===== src/oscillator_mode_pkg.sv =====
// Constants, codes and types shared by the oscillator mode clock select block
package oscillator_mode_pkg;

    // Register map, byte addresses on the APB
    localparam int          ADDR_W             = 8;
    localparam logic [7:0]  CONTROL_OFFSET     = 8'h00;
    localparam logic [7:0]  STATUS_OFFSET      = 8'h04;
    localparam logic [7:0]  PIN_STATE_OFFSET   = 8'h08;

    // Control register fields
    localparam int          CTRL_CHOICE_LSB    = 0;
    localparam int          CTRL_POWERUP_BIT   = 3;
    localparam int          CTRL_FAILSAFE_BIT  = 4;
    localparam int          CTRL_WATCHDOG_BIT  = 5;
    localparam int          CTRL_TWOSPEED_BIT  = 6;
    localparam logic [2:0]  CHOICE_RESET       = 3'h0;

    // Oscillator mode codes held in the four configuration bits
    localparam logic [3:0]  LOW_POWER_CRYSTAL_MODE         = 4'h0;
    localparam logic [3:0]  STANDARD_CRYSTAL_MODE          = 4'h1;
    localparam logic [3:0]  FAST_CRYSTAL_MODE              = 4'h2;
    localparam logic [3:0]  FAST_CRYSTAL_TIMES_FOUR_MODE   = 4'h6;
    localparam logic [3:0]  RESISTOR_CAPACITOR_MODE        = 4'h7;
    localparam logic [3:0]  RESISTOR_CAPACITOR_PIN_IO_MODE = 4'hC;
    localparam logic [3:0]  INTERNAL_OSC_DIV4_OUT_MODE     = 4'h9;
    localparam logic [3:0]  INTERNAL_OSC_TWO_PIN_IO_MODE   = 4'h8;
    localparam logic [3:0]  EXT_CLOCK_DIV4_OUT_MODE        = 4'h4;
    localparam logic [3:0]  EXT_CLOCK_PIN_IO_MODE          = 4'h5;

    // Internal frequency choice codes
    localparam logic [2:0]  CHOICE_SLOW_DIRECT = 3'h0;
    localparam logic [2:0]  CHOICE_4MHZ        = 3'h6;
    localparam logic [2:0]  CHOICE_FAST_DIRECT = 3'h7;

    // Postscaler reaches divide by 64 (8 MHz down to 125 kHz)
    localparam int          POST_W             = 6;
    localparam logic [5:0]  POST_ZERO          = 6'h00;
    localparam int          PLL_FACTOR         = 4;

    // Crystal start-up wait, counted in edges of the crystal clock
    localparam int          STARTUP_W          = 11;
    localparam logic [10:0] STARTUP_EDGES      = 11'h400;

    // Number of oscillator and pin inputs passing the two-stage synchroniser
    localparam int          SYNC_W             = 5;

    typedef enum logic [2:0] {
        ST_STRAP   = 3'b001,
        ST_STARTUP = 3'b010,
        ST_RUN     = 3'b100
    } src_state_t;

endpackage : oscillator_mode_pkg

===== src/oscillator_mode_clock_select.sv =====
// Oscillator mode decode, postscaler and clock pin steering
//
// What this block does
// Crystal modes run amplifier across pins
// Fast crystal mode takes external clock
// Times-four reference at most 10 MHz
// Times-four mode multiplies by four
// PLL on only in times-four mode
// External clock modes skip start-up
// External clock mode drives clock/4
// External clock I/O mode frees bit six
// RC mode drives clock/4
// RC I/O mode frees bit six
// Fast oscillator gives 8 MHz directly
// Postscaler gives 125 kHz to 4 MHz
// Fast oscillator on for postscaled choices
// Slow oscillator gives nominal 31 kHz
// Slow oscillator runs for block or features
// Choice comes from control register
// Internal mode one: clock/4, bit seven I/O
// Internal mode two: both pins I/O
// Four-bit strap picks one of ten
// Choice codes 111 fast to 000 slow
// Unused clock output pin goes to port
// Changes among choices 001 to 111 make no short pulses
module oscillator_mode_clock_select
    import oscillator_mode_pkg::*;
(
    input  wire logic                                    pclk,
    input  wire logic                                    presetn,
    input  wire logic                                    psel,
    input  wire logic                                    penable,
    input  wire logic                                    pwrite,
    input  wire logic [oscillator_mode_pkg::ADDR_W-1:0]  paddr,
    input  wire logic [31:0]                             pwdata,
    output logic      [31:0]                             prdata,
    output logic                                         pready,
    output logic                                         pslverr,
    input  wire logic [3:0]                              oscillator_mode_config_bits,
    input  wire logic                                    clock_in_pin_i,
    output logic                                         clock_in_pin_o,
    output logic                                         clock_in_pin_oe,
    input  wire logic                                    clock_out_pin_i,
    output logic                                         clock_out_pin_o,
    output logic                                         clock_out_pin_oe,
    output logic                                         osc_amp_enable,
    output logic                                         pll_enable,
    input  wire logic                                    pll_clk,
    input  wire logic                                    fast_osc_clk,
    input  wire logic                                    slow_osc_clk,
    output logic                                         fast_osc_enable,
    output logic                                         slow_osc_enable,
    input  wire logic                                    wake_from_sleep,
    input  wire logic                                    port_a_bit_six_out,
    input  wire logic                                    port_a_bit_six_oe,
    output logic                                         port_a_bit_six_in,
    input  wire logic                                    port_a_bit_seven_out,
    input  wire logic                                    port_a_bit_seven_oe,
    output logic                                         port_a_bit_seven_in,
    output logic                                         sys_clk_out,
    output logic                                         primary_ready
);
    import oscillator_mode_pkg::*;
    // Mode class decoding, shared by several processes
    function automatic logic uses_amp(input logic [3:0] m);
        return (m == LOW_POWER_CRYSTAL_MODE) || (m == STANDARD_CRYSTAL_MODE) ||
               (m == FAST_CRYSTAL_MODE) || (m == FAST_CRYSTAL_TIMES_FOUR_MODE);
    endfunction : uses_amp
    function automatic logic is_internal(input logic [3:0] m);
        return (m == INTERNAL_OSC_DIV4_OUT_MODE) || (m == INTERNAL_OSC_TWO_PIN_IO_MODE);
    endfunction : is_internal
    function automatic logic drives_div4(input logic [3:0] m);
        return (m == EXT_CLOCK_DIV4_OUT_MODE) || (m == RESISTOR_CAPACITOR_MODE) ||
               (m == INTERNAL_OSC_DIV4_OUT_MODE);
    endfunction : drives_div4
    function automatic logic uses_slow(input logic [2:0] c);
        return c == CHOICE_SLOW_DIRECT;
    endfunction : uses_slow
    // Synchroniser: stage one is read by stage two only
    logic [SYNC_W-1:0] sync_meta;
    logic [SYNC_W-1:0] sync_q;
    logic              pll_lvl;
    logic              fast_lvl;
    logic              slow_lvl;
    logic              clk_in_lvl;
    logic              clk_out_pin_lvl;

    always_ff @(posedge pclk or negedge presetn) begin
        if (!presetn) begin
            sync_meta <= '0;
            sync_q    <= '0;
        end else begin
            sync_meta <= {pll_clk, fast_osc_clk, slow_osc_clk, clock_in_pin_i, clock_out_pin_i};
            sync_q    <= sync_meta;
        end
    end

    assign {pll_lvl, fast_lvl, slow_lvl, clk_in_lvl, clk_out_pin_lvl} = sync_q;
    // Edge history of the synchronised levels
    logic fast_prev;
    logic clk_in_prev;
    logic fast_rise;
    logic clk_in_rise;

    always_ff @(posedge pclk or negedge presetn) begin
        if (!presetn) begin
            fast_prev   <= 1'b0;
            clk_in_prev <= 1'b0;
        end else begin
            fast_prev   <= fast_lvl;
            clk_in_prev <= clk_in_lvl;
        end
    end

    assign fast_rise   = fast_lvl & ~fast_prev;
    assign clk_in_rise = clk_in_lvl & ~clk_in_prev;
    // Strap caught once after reset, then held
    src_state_t        state;
    logic [3:0]        mode;
    logic [STARTUP_W-1:0] startup_cnt;

    always_ff @(posedge pclk or negedge presetn) begin
        if (!presetn) begin
            mode <= LOW_POWER_CRYSTAL_MODE;
        end else if (state == ST_STRAP) begin
            mode <= oscillator_mode_config_bits;
        end
    end

    // Crystal modes wait out the start-up count; the rest run at once
    always_ff @(posedge pclk or negedge presetn) begin
        if (!presetn) begin
            state       <= ST_STRAP;
            startup_cnt <= '0;
        end else begin
            case (state)
                ST_STRAP: begin
                    startup_cnt <= '0;
                    if (uses_amp(oscillator_mode_config_bits)) begin
                        state <= ST_STARTUP;
                    end else begin
                        state <= ST_RUN;
                    end
                end
                ST_STARTUP: begin
                    if (clk_in_rise) begin
                        startup_cnt <= startup_cnt + 1'b1;
                    end
                    if (startup_cnt == STARTUP_EDGES) begin
                        state <= ST_RUN;
                    end
                end
                ST_RUN: begin
                    // A wake restarts the wait for crystals only
                    if (wake_from_sleep && uses_amp(mode)) begin
                        startup_cnt <= '0;
                        state       <= ST_STARTUP;
                    end
                end
                default: begin
                    state <= ST_STRAP;
                end
            endcase
        end
    end

    // Control register
    logic [2:0] choice_req;
    logic       powerup_timer_en;
    logic       failsafe_en;
    logic       watchdog_en;
    logic       two_speed_en;
    logic       access;
    logic       addr_ok;

    assign access  = psel & penable & ~pready;
    assign addr_ok = (paddr == CONTROL_OFFSET) || (paddr == STATUS_OFFSET) ||
                     (paddr == PIN_STATE_OFFSET);
    always_ff @(posedge pclk or negedge presetn) begin
        if (!presetn) begin
            choice_req       <= CHOICE_RESET;
            powerup_timer_en <= 1'b0;
            failsafe_en      <= 1'b0;
            watchdog_en      <= 1'b0;
            two_speed_en     <= 1'b0;
        end else if (access && pwrite && paddr == CONTROL_OFFSET) begin
            choice_req       <= pwdata[CTRL_CHOICE_LSB +: 3];
            powerup_timer_en <= pwdata[CTRL_POWERUP_BIT];
            failsafe_en      <= pwdata[CTRL_FAILSAFE_BIT];
            watchdog_en      <= pwdata[CTRL_WATCHDOG_BIT];
            two_speed_en     <= pwdata[CTRL_TWOSPEED_BIT];
        end
    end

    // Postscaler: bit k of the counter is the fast clock divided by 2^(k+1)
    logic [POST_W-1:0] post_cnt;
    always_ff @(posedge pclk or negedge presetn) begin
        if (!presetn) begin
            post_cnt <= POST_ZERO;
        end else if (!fast_osc_enable) begin
            post_cnt <= POST_ZERO;
        end else if (fast_rise) begin
            post_cnt <= post_cnt + 1'b1;
        end
    end

    // Choice moves with old and new outputs low, or at once while the fast oscillator is off
    logic [2:0] choice_act;
    logic       switch_ok;

    assign switch_ok = (post_cnt == POST_ZERO) && !fast_lvl &&
                       (!(uses_slow(choice_act) || uses_slow(choice_req)) || !slow_lvl);
    always_ff @(posedge pclk or negedge presetn) begin
        if (!presetn) begin
            choice_act <= CHOICE_RESET;
        end else if (choice_req != choice_act) begin
            if (switch_ok || !fast_osc_enable) begin
                choice_act <= choice_req;
            end
        end
    end

    // Internal block output for the live choice
    logic       int_level;
    logic [2:0] post_idx;

    assign post_idx = CHOICE_4MHZ - choice_act;
    always_comb begin
        case (choice_act)
            CHOICE_FAST_DIRECT: int_level = fast_lvl;
            CHOICE_SLOW_DIRECT: int_level = slow_lvl;
            default:            int_level = post_cnt[post_idx];
        endcase
    end

    // System clock source: internal block, multiplied crystal or pin clock
    logic sys_src_level;
    always_comb begin
        if (is_internal(mode)) begin
            sys_src_level = int_level;
        end else if (mode == FAST_CRYSTAL_TIMES_FOUR_MODE) begin
            sys_src_level = pll_lvl;
        end else begin
            sys_src_level = clk_in_lvl;
        end
    end

    logic [1:0] div4_cnt;
    always_ff @(posedge pclk or negedge presetn) begin
        if (!presetn) begin
            sys_clk_out   <= 1'b0;
            primary_ready <= 1'b0;
            div4_cnt      <= 2'h0;
        end else begin
            sys_clk_out   <= (state == ST_RUN) ? sys_src_level : 1'b0;
            primary_ready <= (state == ST_RUN);
            if (state == ST_RUN && sys_src_level && !sys_clk_out) begin
                div4_cnt <= div4_cnt + 1'b1;
            end
        end
    end

    // Oscillator enables; the PLL multiplies its reference by PLL_FACTOR
    always_ff @(posedge pclk or negedge presetn) begin
        if (!presetn) begin
            osc_amp_enable  <= 1'b0;
            pll_enable      <= 1'b0;
            fast_osc_enable <= 1'b0;
            slow_osc_enable <= 1'b0;
        end else begin
            osc_amp_enable  <= (state != ST_STRAP) && uses_amp(mode);
            pll_enable      <= (state != ST_STRAP) &&
                               (mode == FAST_CRYSTAL_TIMES_FOUR_MODE);
            fast_osc_enable <= is_internal(mode) && !uses_slow(choice_req);
            slow_osc_enable <= is_internal(mode) || powerup_timer_en || failsafe_en ||
                               watchdog_en || two_speed_en;
        end
    end

    // Pin steering; both pins stay undriven until the strap is taken
    logic pin6_is_io;
    logic pin7_is_io;

    assign pin6_is_io = (state != ST_STRAP) && !uses_amp(mode) && !drives_div4(mode);
    assign pin7_is_io = (state != ST_STRAP) && is_internal(mode);
    always_ff @(posedge pclk or negedge presetn) begin
        if (!presetn) begin
            clock_out_pin_o     <= 1'b0;
            clock_out_pin_oe    <= 1'b0;
            clock_in_pin_o      <= 1'b0;
            clock_in_pin_oe     <= 1'b0;
            port_a_bit_six_in   <= 1'b0;
            port_a_bit_seven_in <= 1'b0;
        end else begin
            if (state != ST_STRAP && drives_div4(mode)) begin
                clock_out_pin_o  <= div4_cnt[1];
                clock_out_pin_oe <= 1'b1;
            end else if (pin6_is_io) begin
                clock_out_pin_o  <= port_a_bit_six_out;
                clock_out_pin_oe <= port_a_bit_six_oe;
            end else begin
                // Amplifier owns the pin in crystal modes
                clock_out_pin_o  <= 1'b0;
                clock_out_pin_oe <= 1'b0;
            end
            if (pin7_is_io) begin
                clock_in_pin_o  <= port_a_bit_seven_out;
                clock_in_pin_oe <= port_a_bit_seven_oe;
            end else begin
                clock_in_pin_o  <= 1'b0;
                clock_in_pin_oe <= 1'b0;
            end
            port_a_bit_six_in   <= pin6_is_io ? clk_out_pin_lvl : 1'b0;
            port_a_bit_seven_in <= pin7_is_io ? clk_in_lvl : 1'b0;
        end
    end

    // APB slave: one wait state, all answers registered
    logic [31:0] read_word;
    always_comb begin
        read_word = '0;
        case (paddr)
            CONTROL_OFFSET: begin
                read_word[CTRL_CHOICE_LSB +: 3] = choice_req;
                read_word[CTRL_POWERUP_BIT]     = powerup_timer_en;
                read_word[CTRL_FAILSAFE_BIT]    = failsafe_en;
                read_word[CTRL_WATCHDOG_BIT]    = watchdog_en;
                read_word[CTRL_TWOSPEED_BIT]    = two_speed_en;
            end
            STATUS_OFFSET: begin
                read_word[3:0]   = mode;
                read_word[4]     = pll_enable;
                read_word[5]     = primary_ready;
                read_word[6]     = fast_osc_enable;
                read_word[7]     = slow_osc_enable;
                read_word[10:8]  = choice_act;
                read_word[11]    = pin6_is_io;
                read_word[12]    = pin7_is_io;
                read_word[13]    = osc_amp_enable;
                read_word[14]    = sys_clk_out;
            end
            PIN_STATE_OFFSET: begin
                read_word[0] = port_a_bit_six_in;
                read_word[1] = port_a_bit_seven_in;
            end
            default: read_word = '0;
        endcase
    end

    always_ff @(posedge pclk or negedge presetn) begin
        if (!presetn) begin
            pready  <= 1'b0;
            pslverr <= 1'b0;
            prdata  <= '0;
        end else begin
            pready  <= access;
            pslverr <= access && !addr_ok;
            if (access && !pwrite) begin
                prdata <= read_word;
            end
        end
    end

endmodule : oscillator_mode_clock_select


===== config.mk =====
export PLATFORM = sky130hd
export DESIGN_NAME = oscillator_mode_clock_select
export DESIGN_NICKNAME = d
export VERILOG_FILES = /design/src/oscillator_mode_pkg.sv /design/src/oscillator_mode_clock_select.sv
export SDC_FILE = /design/constraint.sdc
export NUM_CORES = 1
export LEC_CHECK = 0
export BUFFER_PORTS_ARGS = -buffer_cell sky130_fd_sc_hd__buf_4
export CAP_MARGIN = 15
export CORE_MARGIN = 1
export CORE_UTILIZATION = 47
export CTS_CLUSTER_SIZE = 25
export DETAILED_ROUTE_END_ITERATION = 16
export PLACE_DENSITY = 0.86
export SLEW_MARGIN = 15
export SYNTH_ARGS = -nofsm -noshare
export SYNTH_HDL_FRONTEND = slang
export SYNTH_SLANG_ARGS = --single-unit

===== constraint.sdc =====
create_clock -name pclk -period 1.77 [get_ports pclk]
set_input_delay 0.354 -clock pclk [delete_from_list [all_inputs] [get_ports pclk]]
set_output_delay 0.354 -clock pclk [all_outputs]
set_load 0.01 [all_outputs]

==> summary.txt, run 1 <==
Cells and area
  • Commonest cells after routing, fill and taps aside: buf_4, dfrtp_1, nor2_1, nand2_1, conb_1
  • Most common cell after layout, fill and taps aside: buf_4
  • Post-Route Utilization: 63.55%
  • Area grow syn2layout: 27.56%
  • Reg area: 1931 um^2
  • Ant diodes: 0
  • Fraction of layout cells with a size suffix above 1: 35.24%
  • Fin nets: around 500
  • Fillers: 544
  • Multi-input logic area: 1625 um^2

Floorplanning
  • Die Ht: just over 90 um
  • DIE AREA: 8212 um^2
  • Row count: 31
  • Core area: 7408 um^2
  • Starting density of the core: 49.82%
  • I/O Pins: 105
  • Die W: between 90 and 100 um

Worst setup path
  • CP Max Fanout: 4
  • CP endpoint kind: flop
  • RR Endpoint: div4_cnt[1]$_DFFE_PN0P_
  • Worst Setup Start Kind: flop
  • CP Launch Point: choice_act[1]$_DFFE_PN0P_
  • Reg2Reg Setup Slack: -90 ps
  • RR Startpoint: choice_act[1]$_DFFE_PN0P_
  • Worst Reg2Reg Path Length in Cells: 6
  • Setup CP Type: reg2reg
  • Critical Path RT: 2000 ps
  • Critical Path AT: 2080 ps

Pwr
  • VDD IR max: 734.6 uV
  • Leak pwr: 2.349 nW
  • Power Dens Cells: about 1100 nW/um^2
  • Total chip power: 0.005104 W

Flow run
  • Max-cap violation count: 0

Detailed routing
  • Via-to-Cell Ratio: between 5 and 6
  • Via count: ~2900
  • DRC: 0
  • WL/cell: 15.07 um
  • Total wire length: 8075 um
  • Drt first pass iters: 5
  • 1st-iter DRT viols: 174
  • Antenna viol nets, final: 0

Global route
  • GRT overflow: 0
  • Initial antenna violation count: 0
  • First-pass GRT wire length: approximately 13000 um
  • Largest net degree at the start of global routing: 37
  • Gr usage total: 19.89%
  • Vias in the first global route: approximately 2800

STA
  • Post-route setup slack: -89.56 ps
  • RSZ-0062 raised after global routing: yes
  • Fin. max-slew vios: 0
  • Final Skew: 10.96 ps
  • Final hold vios: 0
  • Fmax: 537.8 MHz
  • Final setup violating endpoints: 12
  • Final Cycle Share: 105.1%
  • Min Tclk post-route: roughly 1900 ps

Clock tree
  • Clock sinks: 77
  • CTS tree: yes
  • Worst-path clk slew: 80 ps
  • Htree depth: 3
  • Worst-skew pair later-pin latency: 340 ps
  • Number of CTS-inserted buffers: 9
  • Root Driver: clkbuf_8
  • Clock Path Buffers: 2

Logic synthesis
  • Cell variety after synth: 57
  • Dominant synthesized flop cell: dfrtp_1
  • Gate Count Post-Synth: 338
  • Number of synthesized register bits: 77
  • YS warnings: 0
  • Post-Syn Area per Cell: 10.92 um^2
  • Async set or reset register ratio after synthesis: 100.0%
  • Syn Std Cell Area: 3691 um^2
  • Sequential-to-total area share from yosys stat: 52.24%
  • Number of synthesized flops with an enable pin: 0

Placement
  • Pre-CTS setup slack: -407.9 ps
  • Port Buffers: 62
  • Gpl congestion: 0.8810
  • Dpl hpwl: 5903 um

Status
  • Failing checks: setup timing
  • Outcome: complete, but fails checks

Worst hold path
  • Worst Hold End: sync_meta[1]$_DFF_PN0_
  • Min-delay src: clock_in_pin_i
  • Tightest Hold Check Type: in2reg
  • Hold Crit Depth: 1
cells by family after synthesis:
logic type / Yosys count / synth area share [%]
flip-flops: 77 / 52.24
AND/OR/NAND/NOR: 111 / 16.41
other: 1 / 0.1016
AO/OA/AOI/OAI: 61 / 11.73
XOR/XNOR: 14 / 3.322
adder cells (fa/ha/maj): 7 / 2.373
multiplexers: 19 / 5.898
buffers and inverters: 48 / 7.932
worst max-delay path by stage:
stage,endpoint,slack (ps),cells after the start
CTS,div4_cnt[1]$_DFFE_PN0P_,-50,6
global placement,prdata[6]$_DFFE_PN0P_,-330,7
finish,div4_cnt[1]$_DFFE_PN0P_,-90,6
detailed placement,prdata[8]$_DFFE_PN0P_,-410,7
floorplan,prdata[11]$_DFFE_PN0P_,-200,6
global route,div4_cnt[1]$_DFFE_PN0P_,-160,6
report_power, final:
| part | leakage [nW] | internal, W | switching (W) |
|---|---|---|---|
| registers | 1.02 | 0.00199 | 0.000166 |
| logic | 1.24 | 0.000795 | 0.000902 |
| clock network | 0.0906 | 0.000651 | 0.000604 |
| total | 2.35 | 0.00343 | 0.00167 |
synth_stat cells, drive strengths merged, types with 2 or more instances:
| cell | n | area [um^2] |
|---|---|---|
| dfrtp | 76 | 1902 |
| nand2 | 27 | 101.4 |
| nor2 | 27 | 101.4 |
| buf | 20 | 157.7 |
| inv | 18 | 67.56 |
| o21ai | 17 | 96.35 |
| a21oi | 14 | 70.07 |
| mux2 | 12 | 135.1 |
| clkbuf | 10 | 67.57 |
| xor2 | 10 | 87.58 |
| and2 | 9 | 56.30 |
| ha | 7 | 87.58 |
| nor2b | 7 | 43.79 |
| mux2i | 6 | 60.06 |
| a222oi | 5 | 50.05 |
| a22o | 5 | 50.05 |
| nand4 | 5 | 31.28 |
| nor3 | 5 | 36.29 |
| and3 | 4 | 25.02 |
| nand3 | 4 | 20.02 |
| nor4 | 4 | 25.02 |
| xnor2 | 4 | 35.03 |
| nand2b | 3 | 18.77 |
| or4 | 3 | 30.03 |
| a211o | 2 | 17.52 |
| a21boi | 2 | 15.01 |
| a31oi | 2 | 12.51 |
| and4 | 2 | 17.52 |
| nand3b | 2 | 15.01 |
| nand4bb | 2 | 22.52 |
| o2111ai | 2 | 17.52 |
| o211ai | 2 | 15.01 |
| or3 | 2 | 12.51 |
state kept, by name (all words and copies together) (netlist names), 4 cells and up:
name / flops
mode: 4
startup_cnt: 11
post_cnt: 6
prdata: 15
sync_meta: 5
sync_q: 5
layer usage:
layer	GRT usage, %	share of wire [%]
met1	24.93	41
met2	33.46	51
met3	5.135	6.3
met4	6.452	1.7
met5	0	0
per-stage QoR:
step           setup TNS [ps]  area (um^2)  instances  hold slack, ps
2_1_floorplan           -2426         3771        354           58.41
3_3_place_gp            -5239         4372        515           278.5
3_5_place_dp            -6007         4372        515           286.2
4_1_cts                -202.7         4602        533           101.9
5_1_grt                 -1089         4708        536           95.67
6_report               -630.8         4708        536           117.5
final cells by class:
class | instances | area share [%]
repair buffers | 98 | 16.42
well taps | 99 | 2.631
clock inverters | 3 | 1.010
clock buffers | 12 | 2.870
inverters | 18 | 1.541
multi-input cells | 229 | 34.52
flip-flops and latches | 77 | 41.00
what timing repair did:
item | CTS | global route
gates resized for setup | 6 | 21
hold buffers | 1 | 0
buffers inserted | 2 | 3
pin swaps | 3 | 15
endpoints found under the hold margin | 24 | 0
endpoints found under the setup margin | 10 | 24
worst max-delay path, cell delays in order, from the launching register on:
cell and delay, ps:
dfrtp_2 460, ha_4 180, xor2_2 150, or3b_4 420, a31oi_4 240, mux2i_1 210, o21ai_1 90
Note: power is estimated with default switching activity, not from simulation.
==> run 2, diff against run 1 <==
- BUFFER_PORTS_ARGS: -buffer_cell sky130_fd_sc_hd__buf_4 -> default
- CORE_UTILIZATION: 47 -> 57
- DONT_BUFFER_PORTS: default -> 1
- PLACE_DENSITY: 0.86 -> 0.85
==> summary.txt, run 2 (synthesized netlist as in run 1, its figures left out) <==
Floorplanning
  • DIE AREA: 6801 um^2 (-17%)
  • Die Ht: 82.47 um (-9.0%)
  • Core area: 6096 um^2 (-18%)
  • Starting density of the core: 60.55% (+11 points)
  • I/O Pins: 105 (unchanged)
  • Row count: 28 (-9.7%)
  • Die W: 82.47 um (-9.0%)

Worst setup path
  • CP endpoint kind: flop
  • Setup CP Type: reg2reg
  • Worst Setup Start Kind: flop
  • Critical Path AT: 2030 ps (-50 ps)
  • CP Max Fanout: 12 (+8)
  • Critical Path RT: 2000 ps (about the same)

Global route
  • Largest net degree at the start of global routing: 78 (+110%)
  • Initial antenna violation count: 1 (+1)
  • GRT overflow: 0 (unchanged)
  • First-pass GRT wire length: 13300 um (+2.3%)
  • Vias in the first global route: 2721 (-1.6%)
  • Gr usage total: 27.17% (+7.3 points)

Cells and area
  • Largest regs: prdata: 15 flops, startup_cnt: 11 flops, post_cnt: 6 flops
  • Max reg flops: 15 (unchanged)
  • Fraction of layout cells with a size suffix above 1: 25.27% (-10 points)
  • Most common cell after layout, fill and taps aside: dfrtp_1
  • Fillers: 429 (-21%)
  • Commonest cells after routing, fill and taps aside: dfrtp_1, buf_4, nor2_1, nand2_1, conb_1
  • Multi-input logic area: 1637 um^2 (+0.69%)
  • Reg area: 1929 um^2 (about the same)
  • Fin nets: 433 (-13%)
  • Layout Cells excl Fill: 448 (-16%)
  • Most flops, register: prdata
  • Area grow syn2layout: 14.85%

STA
  • Worst slew pin tran: 523.2 ps
  • Final hold vios: 77 (+77)
  • Final setup violating endpoints: 2 (-10)
  • Fmax: 555.8 MHz (+3.4%)
  • Fin. max-slew vios: 0 (unchanged)
  • Final Skew: 12.22 ps (+1.259 ps)
  • Hold_ws: -317.8 ps (-435.3 ps)
  • Min Tclk post-route: 1799 ps (-60.31 ps)
  • Post-route setup slack: -29.25 ps (+60.31 ps)
  • Final Cycle Share: 101.7% (-3.4 points)
  • Slew HR: between 60% and 70%
  • RSZ-0062 raised after global routing: yes

Pwr
  • VDD IR max: 905.9 uV (+23%)
  • Total chip power: 0.005462 W (+7.0%)
  • Leak pwr: 2.026 nW (-14%)
  • Power Dens Cells: 1289 nW/um^2 (+19%)

Clock tree
  • Worst-path clk slew: 80 ps (about the same)
  • Number of CTS-inserted buffers: 9 (unchanged)
  • Clock Path Buffers: 2 (unchanged)
  • CTS tree: yes
  • Htree depth: 3 (unchanged)
  • Clock sinks: 77 (unchanged)
  • Root Driver: clkbuf_8
  • Worst-skew pair later-pin latency: 360 ps (+20 ps)

Detailed routing
  • WL/cell: 18.80 um (+25%)
  • Antenna viol nets, final: 0 (unchanged)
  • DRC: 0 (unchanged)
  • 1st-iter DRT viols: 234 (+34%)
  • Via-to-Cell Ratio: 6.025 (+13%)
  • Via count: 2699 (-5.7%)
  • Total wire length: 8422 um (+4.3%)
  • Drt first pass iters: 6 (+1)

Placement
  • Dpl hpwl: 5599 um (-5.1%)
  • Placed Cells: 427 (-17%)
  • Gpl congestion: 0.8233 (-6.5%)
  • Port Buffers: 0 (-100%)

Worst hold path
  • Tightest Hold Check Type: in2async

Status
  • Failing checks: hold timing, setup timing
  • Outcome: complete, but fails checks

Flow run
  • Max-cap violation count: 0 (unchanged)
run 2: where the power goes:
part | switching, W | internal [W] | leakage, nW
clock network | 0.000624 | 0.00112 | 0.131
logic | 0.000831 | 0.000665 | 0.875
registers | 0.000236 | 0.00199 | 1.02
run 2: area by class of cell:
type | count | area share [%]
clock inverter | 4 | 2.834
sequential | 77 | 45.51
timing repair buffer | 32 | 5.756
antenna | 1 | 0.05903
tap | 75 | 2.214
inverter | 18 | 1.594
multi-input combinational | 229 | 38.61
clock buffer | 12 | 3.424
run 2: stage by stage:
stage | hold WS (ps) | utilization, % | instance area, um^2 | setup WS, ps | TNS (ps)
finish | -317.8 | 69.54 | 4239 | -29.25 | -34.56
global route | -335.3 | 69.54 | 4239 | -116.3 | -235.0
CTS | -327.3 | 68.58 | 4180 | -11.25 | -26.36
detailed placement | 59.58 | 63.14 | 3849 | -283.2 | -3869
global placement | 59.94 | 63.14 | 3849 | -248.3 | -2991
floorplan | 58.41 | - | 3771 | -200.2 | -2426
run 2: path summary, 6_finish.rpt:
| path | to | from | slack (ps) | depth (start not counted) |
|---|---|---|---|---|
| min in group pclk | sync_meta[0]$_DFF_PN0_ | clock_out_pin_i | 30 | 0 |
| hold reg to reg | sync_q[4]$_DFF_PN0_ | sync_meta[4]$_DFF_PN0_ | 350 | 0 |
| setup reg to reg | div4_cnt[1]$_DFFE_PN0P_ | mode[1]$_DFFE_PN0P_ | -30 | 6 |
| setup / recovery | div4_cnt[1]$_DFFE_PN0P_ | mode[1]$_DFFE_PN0P_ | -30 | 6 |
| hold / removal | fast_prev$_DFF_PN0_ | presetn | -320 | 0 |
| max in group asynchronous | state[0]$_DFFE_PN1P_ | presetn | 1890 | 0 |
run 2: per-layer routing:
layer | vias to the layer above | global-route usage, % | wire (um)
li1 | 1207 | - | -
met1 | 1344 | 31.11 | 3212
met2 | 119 | 46.12 | 4375
met3 | 29 | 8.352 | 571
met4 | 0 | 13.16 | 263
met5 | - | 0 | 0
run 2: critical path: stages, from the launching register on:
cell and delay (ps):
dfrtp_1 410, buf_4 190, and4bb_2 260, mux2i_1 140
a2111o_1 450, a22oi_2 150, o21ai_1 90
run 2: repair_timing:
| item | 4_1_cts | 5_1_grt |
|---|---|---|
| resized for setup | 9 | 14 |
| setup buffers | 3 | 1 |
| pin swaps | 0 | 5 |
| hold endpoints to repair | 77 | 77 |
| endpoints found under the setup margin | 4 | 10 |
==> run 3, diff against run 2 <==
- CAP_MARGIN: 15 -> default
- CORE_UTILIZATION: 57 -> 50
- PLACE_DENSITY: 0.85 -> 0.67
==> summary.txt, run 3 (synthesized netlist as in run 1, its figures left out) <==
Placement
  • Pre-CTS setup slack: -254.0 ps (+29.23 ps)
  • Dpl hpwl: 5163 um (-7.8%)
  • Placed Cells: 448 (+4.9%)
  • Gpl congestion: 0.8170 (-0.77%)
  • Port Buffers: 0 (unchanged)

Clock tree
  • Worst-skew pair later-pin latency: 350 ps (about the same)
  • Worst-path clk slew: 80 ps (about the same)
  • Root Driver: clkbuf_8
  • Clock sinks: 77 (unchanged)
  • CTS tree: yes
  • Htree depth: 3 (unchanged)
  • Number of CTS-inserted buffers: 9 (unchanged)
  • Clock Path Buffers: 2 (unchanged)

Worst setup path
  • CP Buf/Inv Count: 0 (-1)
  • Reg2Reg Setup Slack: -20 ps (about the same)
  • Worst Reg2Reg Path Length in Cells: 6 (unchanged)
  • Delay-heaviest family, CP: flip-flops
  • Setup CP Type: reg2reg
  • RR Startpoint: choice_act[0]$_DFFE_PN0P_
  • Slowest stage cell, crit path: dfrtp_2
  • CP peak stage delay: 460 ps (about the same)
  • Worst path depth: 6 (unchanged)
  • Worst Setup Start Kind: flop
  • RR Endpoint: div4_cnt[0]$_DFFE_PN0P_
  • CP endpoint kind: flop
  • Worst path cell trace: ha_4 > xor2_2 > or3b_4 > a31oi_4 > o211ai_1 > xnor2_1
  • Critical Path RT: 2000 ps (about the same)
  • CP Max Fanout: 5 (-7)
  • Critical Path AT: 2020 ps (about the same)

Detailed routing
  • Drt first pass iters: 4 (-2)
  • Antenna viol nets, final: 0 (unchanged)
  • WL/cell: 15.77 um (-16%)
  • Via count: 2555 (-5.3%)
  • 1st-iter DRT viols: 129 (-45%)
  • DRC: 0 (unchanged)
  • Via-to-Cell Ratio: 5.436 (-9.8%)
  • Total wire length: 7412 um (-12%)

Pwr
  • Power Dens Cells: 1177 nW/um^2 (-8.7%)
  • Total chip power: 0.004942 W (-9.5%)
  • VDD IR max: 473.2 uV (-48%)
  • Leak pwr: 2.008 nW (-0.93%)

Status
  • Failing checks: hold timing, setup timing
  • Outcome: complete, but fails checks

Cells and area
  • Max reg flops: 15 (unchanged)
  • Fin nets: 435 (+0.46%)
  • Commonest cells after routing, fill and taps aside: dfrtp_1, buf_4, nor2_1, nand2_1, conb_1
  • Area grow syn2layout: 13.80%
  • Layout Cells excl Fill: 470 (+4.9%)
  • Fraction of layout cells with a size suffix above 1: 25.40% (+0.13 points)
  • Most common cell after layout, fill and taps aside: dfrtp_1
  • Most flops, register: prdata
  • Ant diodes: 0 (-1)
  • Largest regs: prdata: 15 flops, startup_cnt: 11 flops, post_cnt: 6 flops

STA
  • Final Cycle Share: 101.0% (-0.63 points)
  • Fmax: 559.2 MHz (+0.62%)
  • RSZ-0062 raised after global routing: yes
  • Final setup violating endpoints: 2 (unchanged)
  • Post-route setup slack: -18.16 ps (+11.08 ps)
  • Fin. max-slew vios: 0 (unchanged)
  • Min Tclk post-route: 1788 ps (-11.08 ps)
  • Setup_tns: -23.89 ps (+10.68 ps)
  • Final hold vios: 77 (unchanged)
  • Final Skew: 9.710 ps (-2.512 ps)
  • Hold_ws: -311.8 ps (+6.006 ps)

Global route
  • First-pass GRT wire length: 12080 um (-9.2%)
  • Vias in the first global route: 2472 (-9.2%)
  • Gr usage total: 20.95% (-6.2 points)
  • Largest net degree at the start of global routing: 78 (unchanged)
  • Initial antenna violation count: 0 (-1)
  • GRT overflow: 0 (unchanged)

Floorplanning
  • Starting density of the core: 53.15% (-7.4 points)
  • Die W: 87.92 um (+6.6%)
  • DIE AREA: 7730 um^2 (+14%)
  • I/O Pins: 105 (unchanged)
  • Die Ht: 87.92 um (+6.6%)
  • Row count: 30 (+7.1%)
  • Core area: 6944 um^2 (+14%)

Worst hold path
  • Tightest Hold Check Type: in2async

Flow run
  • Max-cap violation count: 0 (unchanged)
run 3: cell types whose count changed in the layout (fill, tap and decap cells not counted), sizes merged:
cell,delta
buf,+2
clkinvlp,+2
bufinv,-3
clkbuf,-2
clkinv,+3
diode,-1
run 3: worst max path at each step:
stage / startpoint / slack [ps] / endpoint
2_1_floorplan: paddr[5] / -200 / prdata[11]$_DFFE_PN0P_
3_3_place_gp: paddr[5] / -250 / prdata[6]$_DFFE_PN0P_
3_5_place_dp: paddr[5] / -250 / prdata[5]$_DFFE_PN0P_
4_1_cts: choice_act[0]$_DFFE_PN0P_ / -10 / div4_cnt[0]$_DFFE_PN0P_
5_1_grt: choice_act[0]$_DFFE_PN0P_ / -140 / div4_cnt[0]$_DFFE_PN0P_
6_report: choice_act[0]$_DFFE_PN0P_ / -20 / div4_cnt[0]$_DFFE_PN0P_
run 3: layout make-up:
type / instances / area, um^2
inverters: 18 / 67.56
flip-flops and latches: 77 / 1931
well taps: 96 / 120.1
repair buffers: 34 / 275.3
multi-input cells: 229 / 1615
fillers: 578 / 2744
clock buffers: 10 / 127.6
clock inverters: 6 / 63.81
run 3: per-stage QoR:
step | util, % | area (um^2)
2_1_floorplan | - | 3771
3_3_place_gp | 55.98 | 3887
3_5_place_dp | 55.98 | 3887
4_1_cts | 59.37 | 4123
5_1_grt | 60.49 | 4200
6_report | 60.49 | 4200
run 3: power breakdown:
group	leakage [nW]	internal, W	switching (W)	total [W]
clock network	0.0923	0.000649	0.000658	0.00131
registers	1.02	0.00198	0.000208	0.00219
logic	0.896	0.000669	0.000773	0.00144
total	2.01	0.00330	0.00164	0.00494
run 3: repair_timing:
item / 4_1_cts / 5_1_grt
endpoints found under the hold margin: 77 / 77
buffers inserted: 1 / 5
endpoints found under the setup margin: 4 / 13
gates resized for setup: 9 / 12
pin swaps: 2 / 10
run 3: metal layers:
metal	GRT usage, %	part of all wire, %	vias to the layer above
li1	-	-	1217
met1	26.78	44	1238
met2	32.56	47	88
met3	5.090	7.1	12
met4	12.07	1.9	0
met5	0	0	-
